File: src/hw/cfr_pkg.sv
package cfr_pkg;
   localparam int COLUMNS = 784;
   localparam int LINES = 520;
   localparam int HREG_STAGES = 796;
   localparam int LEAD_DUMMY = 10;
   localparam int LEAD_DARK = 4;
   localparam int TRAIL_DARK = 12;
   localparam int TRAIL_DUMMY = 2;
   localparam int DARK_LINES_TOP = 4;
   localparam int DARK_LINES_BOT = 4;
   localparam int CLK_MHZ = 100;
   localparam int HCLK_MAX_MHZ = 10;
   localparam int HCLK_NOM_MHZ = 4;
   localparam int PIX_CYC = CLK_MHZ / HCLK_NOM_MHZ;
   localparam int PIX_CYC_MIN = (CLK_MHZ + HCLK_MAX_MHZ - 1) / HCLK_MAX_MHZ;
   localparam int TV_NS = 2000;
   localparam int TV_CYC = (TV_NS * CLK_MHZ + 999) / 1000;
   localparam int THS_NS = 1000;
   localparam int THS_CYC = (THS_NS * CLK_MHZ + 999) / 1000;
   localparam int TR_NS = 20;
   localparam int TR_CYC = (TR_NS * CLK_MHZ + 999) / 1000;
   localparam int PIX_W = 16;
   localparam logic [1:0] PTAG_DUMMY = 2'h0;
   localparam logic [1:0] PTAG_DARK = 2'h1;
   localparam logic [1:0] PTAG_IMAGE = 2'h2;
   typedef enum logic [1:0] {
      ST_IDLE = 2'b00,
      ST_VERT = 2'b01,
      ST_SETUP = 2'b11,
      ST_HORZ = 2'b10
   } cfr_state_type;
endpackage : cfr_pkg

File: src/hw/cfr_readout.sv
`timescale 1ns/1ps
// Behaviour
// - pulse reset gate after each sample
// - vertical clocks low while integrating
// - load line: cycle vertical, horizontal one high
// - horizontal phases toggle complementary per pixel
// - reset gate runs every pixel, halting only in a stall
// - horizontal clock at most 10 MHz
module cfr_readout
   import cfr_pkg::*;
#(
   parameter int N_LINES = LINES,
   parameter int N_STAGES = HREG_STAGES,
   parameter int PIX_CYCLES = PIX_CYC,
   parameter int V_CYCLES = TV_CYC,
   parameter int HS_CYCLES = THS_CYC
) (
   input wire logic ref_clk_i,            // 100 MHz clock
   input wire logic rst_b_i,              // async reset, active low
   input wire logic start_i,              // start a frame readout (pulse)
   output logic busy_o,                   // readout in progress
   output logic frame_done_o,             // frame finished (pulse)
   output logic vertical_phase_one_o,     // vertical clock phase 1
   output logic vertical_phase_two_o,     // vertical clock phase 2
   output logic horizontal_phase_one_o,   // horizontal clock phase 1
   output logic horizontal_phase_two_o,   // horizontal clock phase 2
   output logic reset_gate_o,             // floating diffusion reset gate
   output logic sample_o,                 // strobe to analog sampler
   input wire logic [PIX_W-1:0] adc_data_i, // converted sample, async source
   output logic pix_valid_o,              // pixel word available
   input wire logic pix_ready_i,          // receiver accepts pixel
   output logic [PIX_W-1:0] pix_data_o,   // pixel value
   output logic [1:0] pix_tag_o,          // dummy, dark or image
   output logic [9:0] pix_col_o,          // horizontal stage index
   output logic [9:0] pix_line_o          // line index
);
   localparam int HALF = PIX_CYCLES / 2;
   localparam int TW = PIX_W + 2 + 10 + 10;
   if (PIX_CYCLES < PIX_CYC_MIN || PIX_CYCLES < 4 || N_STAGES > 1023 || N_LINES > 1023 ||
       TR_CYC >= HALF || V_CYCLES < 1 || HS_CYCLES < 1) begin : g_bad_params
      $error("cfr_readout: parameters out of range");
   end

   cfr_state_type st_r, st_nxt;
   logic [15:0] tmr_r, tmr_nxt;
   logic [15:0] rgc_r, rgc_nxt;
   logic [1:0] vstep_r, vstep_nxt;
   logic [9:0] col_r, col_nxt, line_r, line_nxt;
   logic v1_r, v1_nxt, v2_r, v2_nxt, h1_r, h1_nxt, h2_r, h2_nxt;
   logic rg_r, rg_nxt, smp_r, smp_nxt, done_r, done_nxt;
   logic [PIX_W-1:0] adc_s1_r, adc_s2_r;
   logic in_ready, push;
   logic [1:0] tag;
   logic [TW-1:0] out_word;

   // sampler output crosses in from the analog side; not bit-coherent, the
   // conversion leads the strobe so the word is settled before it is read
   always_ff @(posedge ref_clk_i or negedge rst_b_i) begin
      if (!rst_b_i) begin
         adc_s1_r <= '0;
         adc_s2_r <= '0;
      end else begin
         adc_s1_r <= adc_data_i;
         adc_s2_r <= adc_s1_r;
      end
   end

   always_comb begin
      if (col_r < 10'(LEAD_DUMMY) || col_r >= 10'(N_STAGES - TRAIL_DUMMY)) begin
         tag = PTAG_DUMMY;
      end else if (col_r < 10'(LEAD_DUMMY + LEAD_DARK) ||
                   col_r >= 10'(N_STAGES - TRAIL_DUMMY - TRAIL_DARK) ||
                   line_r < 10'(DARK_LINES_TOP) ||
                   line_r >= 10'(N_LINES - DARK_LINES_BOT)) begin
         tag = PTAG_DARK;
      end else begin
         tag = PTAG_IMAGE;
      end
   end

   // word offered in the pixel's last cycle, while its strobe is high; a stall holds
   // the phase clocks, so no charge is pushed while the buffer is full
   assign push = (st_r == ST_HORZ) && (tmr_r == 16'(PIX_CYCLES - 1));

   always_comb begin
      st_nxt = st_r;
      tmr_nxt = tmr_r;
      vstep_nxt = vstep_r;
      col_nxt = col_r;
      line_nxt = line_r;
      v1_nxt = 1'b0;
      v2_nxt = 1'b0;
      h1_nxt = h1_r;
      h2_nxt = h2_r;
      // reset gate runs in every state but halts in a stall; inside a line it follows the pixel timer, so it
      // clears the node after the sample and before the next dump
      rg_nxt = (rgc_r < 16'(TR_CYC));
      rgc_nxt = (rgc_r == 16'(PIX_CYCLES - 1)) ? 16'h0000 : rgc_r + 16'h0001;
      smp_nxt = 1'b0;
      done_nxt = 1'b0;
      unique case (st_r)
         ST_IDLE: begin
            h1_nxt = 1'b1;
            h2_nxt = 1'b0;
            tmr_nxt = 16'h0000;
            if (start_i) begin
               st_nxt = ST_VERT;
               line_nxt = 10'h000;
               vstep_nxt = 2'h0;
            end
         end
         ST_VERT: begin
            h1_nxt = 1'b1;
            h2_nxt = 1'b0;
            // two widths: v1 high, then v2 high; setup follows with both low (v2 falls, line enters)
            v1_nxt = (vstep_r == 2'h0);
            v2_nxt = (vstep_r == 2'h1);
            if (tmr_r == 16'(V_CYCLES - 1)) begin
               tmr_nxt = 16'h0000;
               vstep_nxt = vstep_r + 2'h1;
               if (vstep_r == 2'h1) begin
                  st_nxt = ST_SETUP;
               end
            end else begin
               tmr_nxt = tmr_r + 16'h0001;
            end
         end
         ST_SETUP: begin
            // setup may stretch up to one pixel so the line starts on the
            // reset gate's rhythm and no pulse is doubled
            if (tmr_r != 16'(HS_CYCLES - 1)) begin
               tmr_nxt = tmr_r + 16'h0001;
            end else if (rgc_r == 16'(PIX_CYCLES - 1)) begin
               tmr_nxt = 16'h0000;
               col_nxt = 10'h000;
               st_nxt = ST_HORZ;
            end
         end
         ST_HORZ: begin
            // h1 low / h2 high first half, swap at mid: h2 falls each pixel
            if (tmr_r == 16'h0000) begin
               h1_nxt = 1'b0;
               h2_nxt = 1'b1;
            end
            if (tmr_r == 16'(HALF)) begin
               h1_nxt = 1'b1;
               h2_nxt = 1'b0;
            end
            if (tmr_r == 16'(PIX_CYCLES - 2)) begin
               smp_nxt = 1'b1;
            end
            if (tmr_r == 16'(PIX_CYCLES - 1)) begin
               if (in_ready) begin
                  tmr_nxt = 16'h0000;
                  if (col_r == 10'(N_STAGES - 1)) begin
                     if (line_r == 10'(N_LINES - 1)) begin
                        st_nxt = ST_IDLE;
                        done_nxt = 1'b1;
                     end else begin
                        line_nxt = line_r + 10'h001;
                        vstep_nxt = 2'h0;
                        st_nxt = ST_VERT;
                     end
                  end else begin
                     col_nxt = col_r + 10'h001;
                  end
               end
            end else begin
               tmr_nxt = tmr_r + 16'h0001;
            end
         end
      endcase
      if (st_r == ST_HORZ) begin
         rgc_nxt = tmr_nxt;
      end
   end

   always_ff @(posedge ref_clk_i or negedge rst_b_i) begin
      if (!rst_b_i) begin
         st_r <= ST_IDLE;
         tmr_r <= 16'h0000;
         rgc_r <= 16'h0000;
         vstep_r <= 2'h0;
         col_r <= 10'h000;
         line_r <= 10'h000;
         v1_r <= 1'b0;
         v2_r <= 1'b0;
         h1_r <= 1'b1;
         h2_r <= 1'b0;
         rg_r <= 1'b0;
         smp_r <= 1'b0;
         done_r <= 1'b0;
      end else begin
         st_r <= st_nxt;
         tmr_r <= tmr_nxt;
         rgc_r <= rgc_nxt;
         vstep_r <= vstep_nxt;
         col_r <= col_nxt;
         line_r <= line_nxt;
         v1_r <= v1_nxt;
         v2_r <= v2_nxt;
         h1_r <= h1_nxt;
         h2_r <= h2_nxt;
         rg_r <= rg_nxt;
         smp_r <= smp_nxt;
         done_r <= done_nxt;
      end
   end

   cfr_skid #(.W(TW)) u_buf (
      .ref_clk_i(ref_clk_i),
      .rst_b_i(rst_b_i),
      .in_valid_i(push),
      .in_ready_o(in_ready),
      .in_data_i({adc_s2_r, tag, col_r, line_r}),
      .out_valid_o(pix_valid_o),
      .out_ready_i(pix_ready_i),
      .out_data_o(out_word)
   );

   assign pix_data_o = out_word[TW-1 -: PIX_W];
   assign pix_tag_o = out_word[21:20];
   assign pix_col_o = out_word[19:10];
   assign pix_line_o = out_word[9:0];
   assign busy_o = (st_r != ST_IDLE);
   assign frame_done_o = done_r;
   assign vertical_phase_one_o = v1_r;
   assign vertical_phase_two_o = v2_r;
   assign horizontal_phase_one_o = h1_r;
   assign horizontal_phase_two_o = h2_r;
   assign reset_gate_o = rg_r;
   assign sample_o = smp_r;
endmodule : cfr_readout

File: src/hw/cfr_skid.sv
`timescale 1ns/1ps
module cfr_skid #(
   parameter int W = 18
) (
   input wire logic ref_clk_i,   // clock
   input wire logic rst_b_i,     // async reset
   input wire logic in_valid_i,  // word offered
   output logic in_ready_o,      // room left
   input wire logic [W-1:0] in_data_i, // word in
   output logic out_valid_o,     // word held
   input wire logic out_ready_i, // receiver takes
   output logic [W-1:0] out_data_o // word out
);
   logic [W-1:0] mem_r [2];
   logic [W-1:0] mem_nxt [2];
   logic [1:0] cnt_r, cnt_nxt;
   logic rd_r, rd_nxt, wr_r, wr_nxt;
   logic push, pop;

   assign in_ready_o = (cnt_r != 2'h2);
   assign out_valid_o = (cnt_r != 2'h0);
   assign out_data_o = mem_r[rd_r];
   assign push = in_valid_i && in_ready_o;
   assign pop = out_valid_o && out_ready_i;

   always_comb begin
      mem_nxt = mem_r;
      if (push) begin
         mem_nxt[wr_r] = in_data_i;
      end
      wr_nxt = push ? ~wr_r : wr_r;
      rd_nxt = pop ? ~rd_r : rd_r;
      cnt_nxt = cnt_r + {1'b0, push} - {1'b0, pop};
   end

   always_ff @(posedge ref_clk_i or negedge rst_b_i) begin
      if (!rst_b_i) begin
         mem_r[0] <= '0;
         mem_r[1] <= '0;
         cnt_r <= 2'h0;
         rd_r <= 1'b0;
         wr_r <= 1'b0;
      end else begin
         mem_r <= mem_nxt;
         cnt_r <= cnt_nxt;
         rd_r <= rd_nxt;
         wr_r <= wr_nxt;
      end
   end
endmodule : cfr_skid

File: config.mk
export PLATFORM = sky130hd
export DESIGN_NAME = cfr_readout
export DESIGN_NICKNAME = d
export VERILOG_FILES = /design/src/hw/cfr_pkg.sv /design/src/hw/cfr_readout.sv /design/src/hw/cfr_skid.sv
export SDC_FILE = /design/constraint.sdc
export NUM_CORES = 1
export LEC_CHECK = 0
export BUFFER_PORTS_ARGS = -buffer_cell sky130_fd_sc_hd__buf_2
export CORE_ASPECT_RATIO = 0.5
export CORE_MARGIN = 3
export CORE_UTILIZATION = 45
export CTS_BUF_LIST = sky130_fd_sc_hd__clkbuf_4 sky130_fd_sc_hd__clkbuf_8 sky130_fd_sc_hd__clkbuf_16
export DETAILED_ROUTE_END_ITERATION = 12
export PLACE_DENSITY = 0.62
export SLEW_MARGIN = 20
export SYNTH_ARGS = -nofsm -noshare
export SYNTH_HDL_FRONTEND = slang
export SYNTH_SLANG_ARGS = --single-unit
File: constraint.sdc
create_clock -name ref_clk_i -period 2.77 [get_ports ref_clk_i]
set_clock_uncertainty 0.2 [all_clocks]
set_input_delay 0.277 -clock ref_clk_i [delete_from_list [all_inputs] [get_ports ref_clk_i]]
set_output_delay 0.277 -clock ref_clk_i [all_outputs]
set_load 0.01 [all_outputs]
**Yosys cells after proc, flatten, opt, wreduce, memory -nomap -nowiden**

Cells that the tools add are included.
W data, S select, Z words.

- Flip-flop bits (word level): 175
- Bits of input ports: 20
- Output and inout port bits: 47
- Word-level logic and storage cells: 148

- Add/subtract/negate cells: 7
- Order comparisons: 10
- Equality and inequality tests: 24
- Multiplexer cells: 60
- Bitwise gates (word level): 4
- Reduce and logical (&&, ||, !) cells: 23

Operator list:

| kind | count |
|---|---|
| $mux W38 | 4 |
| $mux W16 | 7 |
| $mux W10 | 10 |
| $bwmux W76 | 1 |
| $pmux W16 S4 | 1 |
| $eq A16 B5 Y1 const B | 3 |
| $pmux W10 S2 | 2 |
| $demux W38 S1 | 1 |
| $add A16 B1 Y16 const B | 2 |
| $mux W2 | 16 |
| $ge A10 B10 Y1 const B | 3 |
| $add A10 B1 Y10 const B | 2 |
| $eq A10 B10 Y1 const B | 2 |
| $lt A10 B4 Y1 const B | 2 |
| $eq A16 B4 Y1 const B | 1 |
| $eq A16 B8 Y1 const B | 1 |
| $logic_not A16 Y1 | 1 |
| $lt A16 B2 Y1 const B | 1 |
| $ne A16 B7 Y1 const B | 1 |
| $ne A2 B2 Y1 const B | 8 |
| $mux W1 | 14 |
| $reduce_and A6 Y1 | 2 |
| $lt A10 B3 Y1 const B | 1 |
| $reduce_bool A2 Y1 | 5 |
| other kinds (22) | 37 |

**Depth between registers and ports, before layout**

- Depth after elaboration: 7
- Mapped depth: 11
- Mapped depth without buffers: 9

**By module**

From an unflattened synthesis, not the netlist that was laid out.

- Cell total of the unflattened synthesis: 675
- Area total of the unflattened synthesis: 8316.7 um^2

By module, submodules not included:

| module | instances | cells an instance | area each (um^2) | sequential area each (um^2) |
|---|---|---|---|---|
| cfr_readout | 1 | 455 | 4643.2 | 2378.5 |
| cfr_skid | 1 | 220 | 3673.5 | 2001.9 |

**Worst setup path before layout**

OpenSTA, ideal clock, no wires.

- Kind: register to register
- Start point: register tmr_r[0]
- End point: register u_buf.mem_r[56] (netlist bit)
- Library setup time: 0.125 ns
- Data arrival time: 2.243 ns
- Required time: 2.445 ns
- Slack: 0.202 ns
- Stages on the path, launching flop included: 10
- Path buffers: 2
- Period minus slack after synthesis: 2.568 ns
- Path through: dfrtp_1 inv_1 ha_1 or4b_4 nor2_2 nand4_2 nor2_1 buf_4 buf_4 mux2_2

- Cells in the longest elaborated chain, start to end: 3

RTL lines:

| what | line | text |
|---|---|---|
| start, declared | cfr_readout.sv:45 | `logic [15:0] tmr_r, tmr_nxt;` |
| start signal, assigned | cfr_readout.sv:195 | `tmr_r <= tmr_nxt;` |
| $eq A16 B5 Y1 | cfr_readout.sv:83 | `assign push = (st_r == ST_HORZ) && (tmr_r == 16'(PIX_CYCLES - 1));` |
| $logic_and A1 B1 Y1 | cfr_readout.sv:83 |  |
| $logic_and A1 B1 Y1 | cfr_skid.sv:23 | `assign push = in_valid_i && in_ready_o;` |
| end signal, assigned | cfr_skid.sv:44 | `mem_r <= mem_nxt;` |
| end, declared | cfr_skid.sv:14 | `logic [W-1:0] mem_r [2];` |

No other way between the ends.
A chain may end at the register's enable or synchronous reset.

**Worst setup path after layout**

- Start point: register tmr_r[1]
- End point: register vstep_r[0]

- Cells in the longest elaborated chain, start to end: 3
- Elaborated cells on any way between the ends: 5
- Classes of those cells: eq/ne: 4; reduce/logical: 1

RTL lines:

| what | line | text |
|---|---|---|
| $eq A16 B8 Y1 or $eq A16 B5 Y1 (tied branches) | cfr_readout.sv:118, cfr_readout.sv:152 |  |
| $ne A2 B2 Y1 (no line) or $ne A2 B1 Y1 (tied branches) | n/a |  |
| $reduce_and A7 Y1 (no line) * | n/a |  |
| end signal, assigned | cfr_readout.sv:197 | `vstep_r <= vstep_nxt;` |
| end, declared | cfr_readout.sv:47 | `logic [1:0] vstep_r, vstep_nxt;` |

Every way passes the cells marked *; elsewhere a longest branch is shown, timed or not.

==> flow_summary.yaml <==
status:
  status: "finished, final reports clean"
critical_path:
  rr_worst_depth: 8
  critPathCaptureType: "flop"
  cp.arrival_ns: 2.76
  required_ns: 2.89
  start_kind: "flop"
  crit_start: "tmr_r[1]"
  r2r_setup_slack_ns: 0.12
  endpoint: "vstep_r[0]"
  r2r_start: "tmr_r[1]"
  crit_fanout: 4
  critical_path_class: "flop to flop"
  r2r-end: "vstep_r[0]"
timing:
  worst_slew_pin_slew_ns: 0.5685
  fmax_mhz: 377.6
  setup_violations: 0
  drv_slew: 0
  tns_ns: 0
  layout_min_cycle_time_ns: 2.648
  rsz0062_at_grt: "false"
  maxSlewHeadroom_pct: 61.62
  timing.final.ws_setup_ns: 0.1218
  period_share_pct: 95.60
  finalHoldViolCount: 0
drt:
  wl_met2_um: 7895
  via_per_inst: 5.370
  wl_met1_um: 8269
  final_antenna_net_count: 0
  wl_met3_um: 387
  drc: 0
  first_pass_iters: 4
  post_drt_wl_per_cell_um: 16.63
  wirelength_um: 16730
  num_vias: 5402
  drt_iter0_markers: 241
  top_layer: "met4"
clock_network:
  h-tree-depth: 4
  cts_tree: "yes"
  clk_pin_slew_ns: 0.07
  clockBufferDepth: 2
  cts_sinks: 175
  cts.root.buffer_cell: "clkbuf_16"
  cts_buffers: 17
  clock_latency_ns: 0.43
  post-cts-setup-buffers: 0
synth:
  synth.avg_cell_area_um2: 12.13
  syn_nets: 697
  ys_seq_area_share_pct: 54.30
  yosys.cell_types.count: 61
  synth_ff_type: "dfrtp_1"
  ys_warn_count: 0
  synth_edf_count: 0
  ys_async_sr_fraction_pct: 100.0
  mappedNetlistArea_um2: 8068
  syn_inst: 665
  synth_seq_cells: 175
power_and_ir_drop:
  vdd_ir_drop_max_mv: 0.4544
  p_leak_nw: 4.676
  p_total_w: 0.007441
  powerDensity_nw_per_um2: 773.0
placed_design:
  port_buffers: 66
  dpl.hpwl_um: 11290
  place_ws_ns: 0.09914
  finalWeightedCongestion: 0.8395
  place_area_um2: 8828
floorplanning:
  core_area_um2: 16970
  dieHeight_um: 100.7
  initial_utilization_pct: 47.54
  io_pins: 67
  die_area_um2: 19670
  rows: 33
  die_w_um: 195.4
global_routing:
  grt_pass1_wl_um: 28810
  grt_pass1_vias: 5628
  grt_max_degree: 65
  antenna_found_initial: 0
  globalRouteOverflowTotal: 0
  track_usage_pct: 18.26
layout:
  diodes: 0
  regArea_um2: 4382
  nNetsFinal: 798
  stdcell_area_um2: 9627
  fill_cells: 1423
  area_delta_synth_final_pct: 19.32
  post-route-util_pct: 56.73
  multi_input_area_um2: 3442
  drive_gt1_share_pct: 34.40
job:
  maxCapViolations: 0
min_path:
  min-delay-path-class: "primary input to asynchronous set/reset pin"
==> critical path: stages, from the launching register on <==
cell and delay (ns):
dfrtp_1 0.38, inv_1 0.10, ha_1 0.17, or4b_4 0.52, nor4_4 0.29, buf_4 0.18, a41o_1 0.16, o311ai_0 0.20
mux2_2 0.33
==> sequential cells by signal (all words and copies together) (netlist names), 2 cells and up <==
signal and count:
adc_s1_r 16, adc_s2_r 16, col_r 10, line_r 10, rgc_r 16, st_r 2, tmr_r 16, u_buf.cnt_r 2
u_buf.mem_r 76, vstep_r 2
==> Yosys cell counts, types with 4 or more instances <==
cell type,n,share of area (%)
mux2_4,19,3.5
or3_1,12,0.93
mux2_2,95,13
inv_1,22,1.0
and2_1,5,0.39
buf_6,5,0.70
nand4_1,17,1.3
nor4_1,8,0.62
dfrtp_1,174,54
a21oi_1,22,1.4
buf_2,6,0.37
and3_1,14,1.1
nor2_1,28,1.3
buf_4,4,0.37
nor3_1,16,0.99
ha_1,12,1.9
xor2_1,16,1.7
mux2i_1,4,0.50
xnor2_1,16,1.7
clkbuf_1,18,0.84
or4_1,4,0.37
nand3_1,21,1.3
o21ai_0,29,1.8
o31ai_1,6,0.56
nand2_1,32,1.5
o22ai_1,4,0.31
nor2b_1,6,0.47
==> final cells by class <==
class	count	area share, %
Inverter	22	0.8578
Tap cell	227	2.950
Clock buffer	17	4.419
Sequential cell	175	45.52
Multi-Input combinational cell	432	35.76
Timing Repair Buffer	118	8.708
Clock inverter	15	1.794
==> power by group <==
part | leakage, nW | internal [W] | switching (W)
combinational | 2.07 | 0.000845 | 0.000949
clock | 0.292 | 0.00129 | 0.00113
sequential | 2.32 | 0.00288 | 0.000343
total | 4.68 | 0.00502 | 0.00242
==> cells by family after synthesis <==
logic type,after synthesis,share of synthesized area (%)
buffers and inverters,58,3.443
muxes,119,17.43
adders and majority gates,12,1.861
and+or+nand+nor,190,13.48
DFF,175,54.30
xor gates and xnor gates,32,3.474
AOI/OAI and AO/OA,79,6.018
==> worst min path at each step <==
stage	slack, ns	startpoint	depth (start not counted)	to
2_1_floorplan	-0.22	rst_b_i	0	adc_s1_r[0]
3_3_place_gp	0.02	rst_b_i	1	tmr_r[15]
3_5_place_dp	0.01	rst_b_i	1	tmr_r[15]
4_1_cts	0.12	rst_b_i	2	tmr_r[10]
5_1_grt	0.15	rst_b_i	2	tmr_r[15]
6_report	0.13	rst_b_i	2	tmr_r[14]
==> placed cells by master (no fill, tap or decap), drive strengths merged, types with 3 or more instances in the layout <==
cell type,n
mux2i,4
nand2,32
dlygate4sd3,18
clkinv,6
clkbuf,17
o21ai,29
mux2,115
o22ai,4
and2,6
nor2b,6
or3,12
nand4,19
xnor2,16
buf,100
nand3,21
or4,6
nor4b,3
o31ai,6
xor2,16
nor4,10
ha,12
and3,14
or2,4
inv,29
nor2,30
dfrtp,174
a21oi,22
nor3,17
==> metrics by stage <==
stage / std cells / hold slack [ns]
CTS: 1006 / 0.1243
global placement: 956 / 0.01588
finish: 1006 / 0.1264
floorplan: 665 / -0.2186
detailed placement: 956 / 0.01435
global route: 1006 / 0.1529
==> what timing repair did <==
item	in CTS	in global routing
hold buffers	18	0
endpoints found under the setup margin	0	7
resized for setup	0	3
endpoints found under the hold margin	161	0
==> per-layer routing <==
metal | GRT usage (%) | vias up
li1 | - | 2576
met3 | 3.740 | 15
met5 | 0 | -
met1 | 24.54 | 2752
met2 | 30.44 | 59
met4 | 5.255 | 0
(Power assumes the default switching activity.)
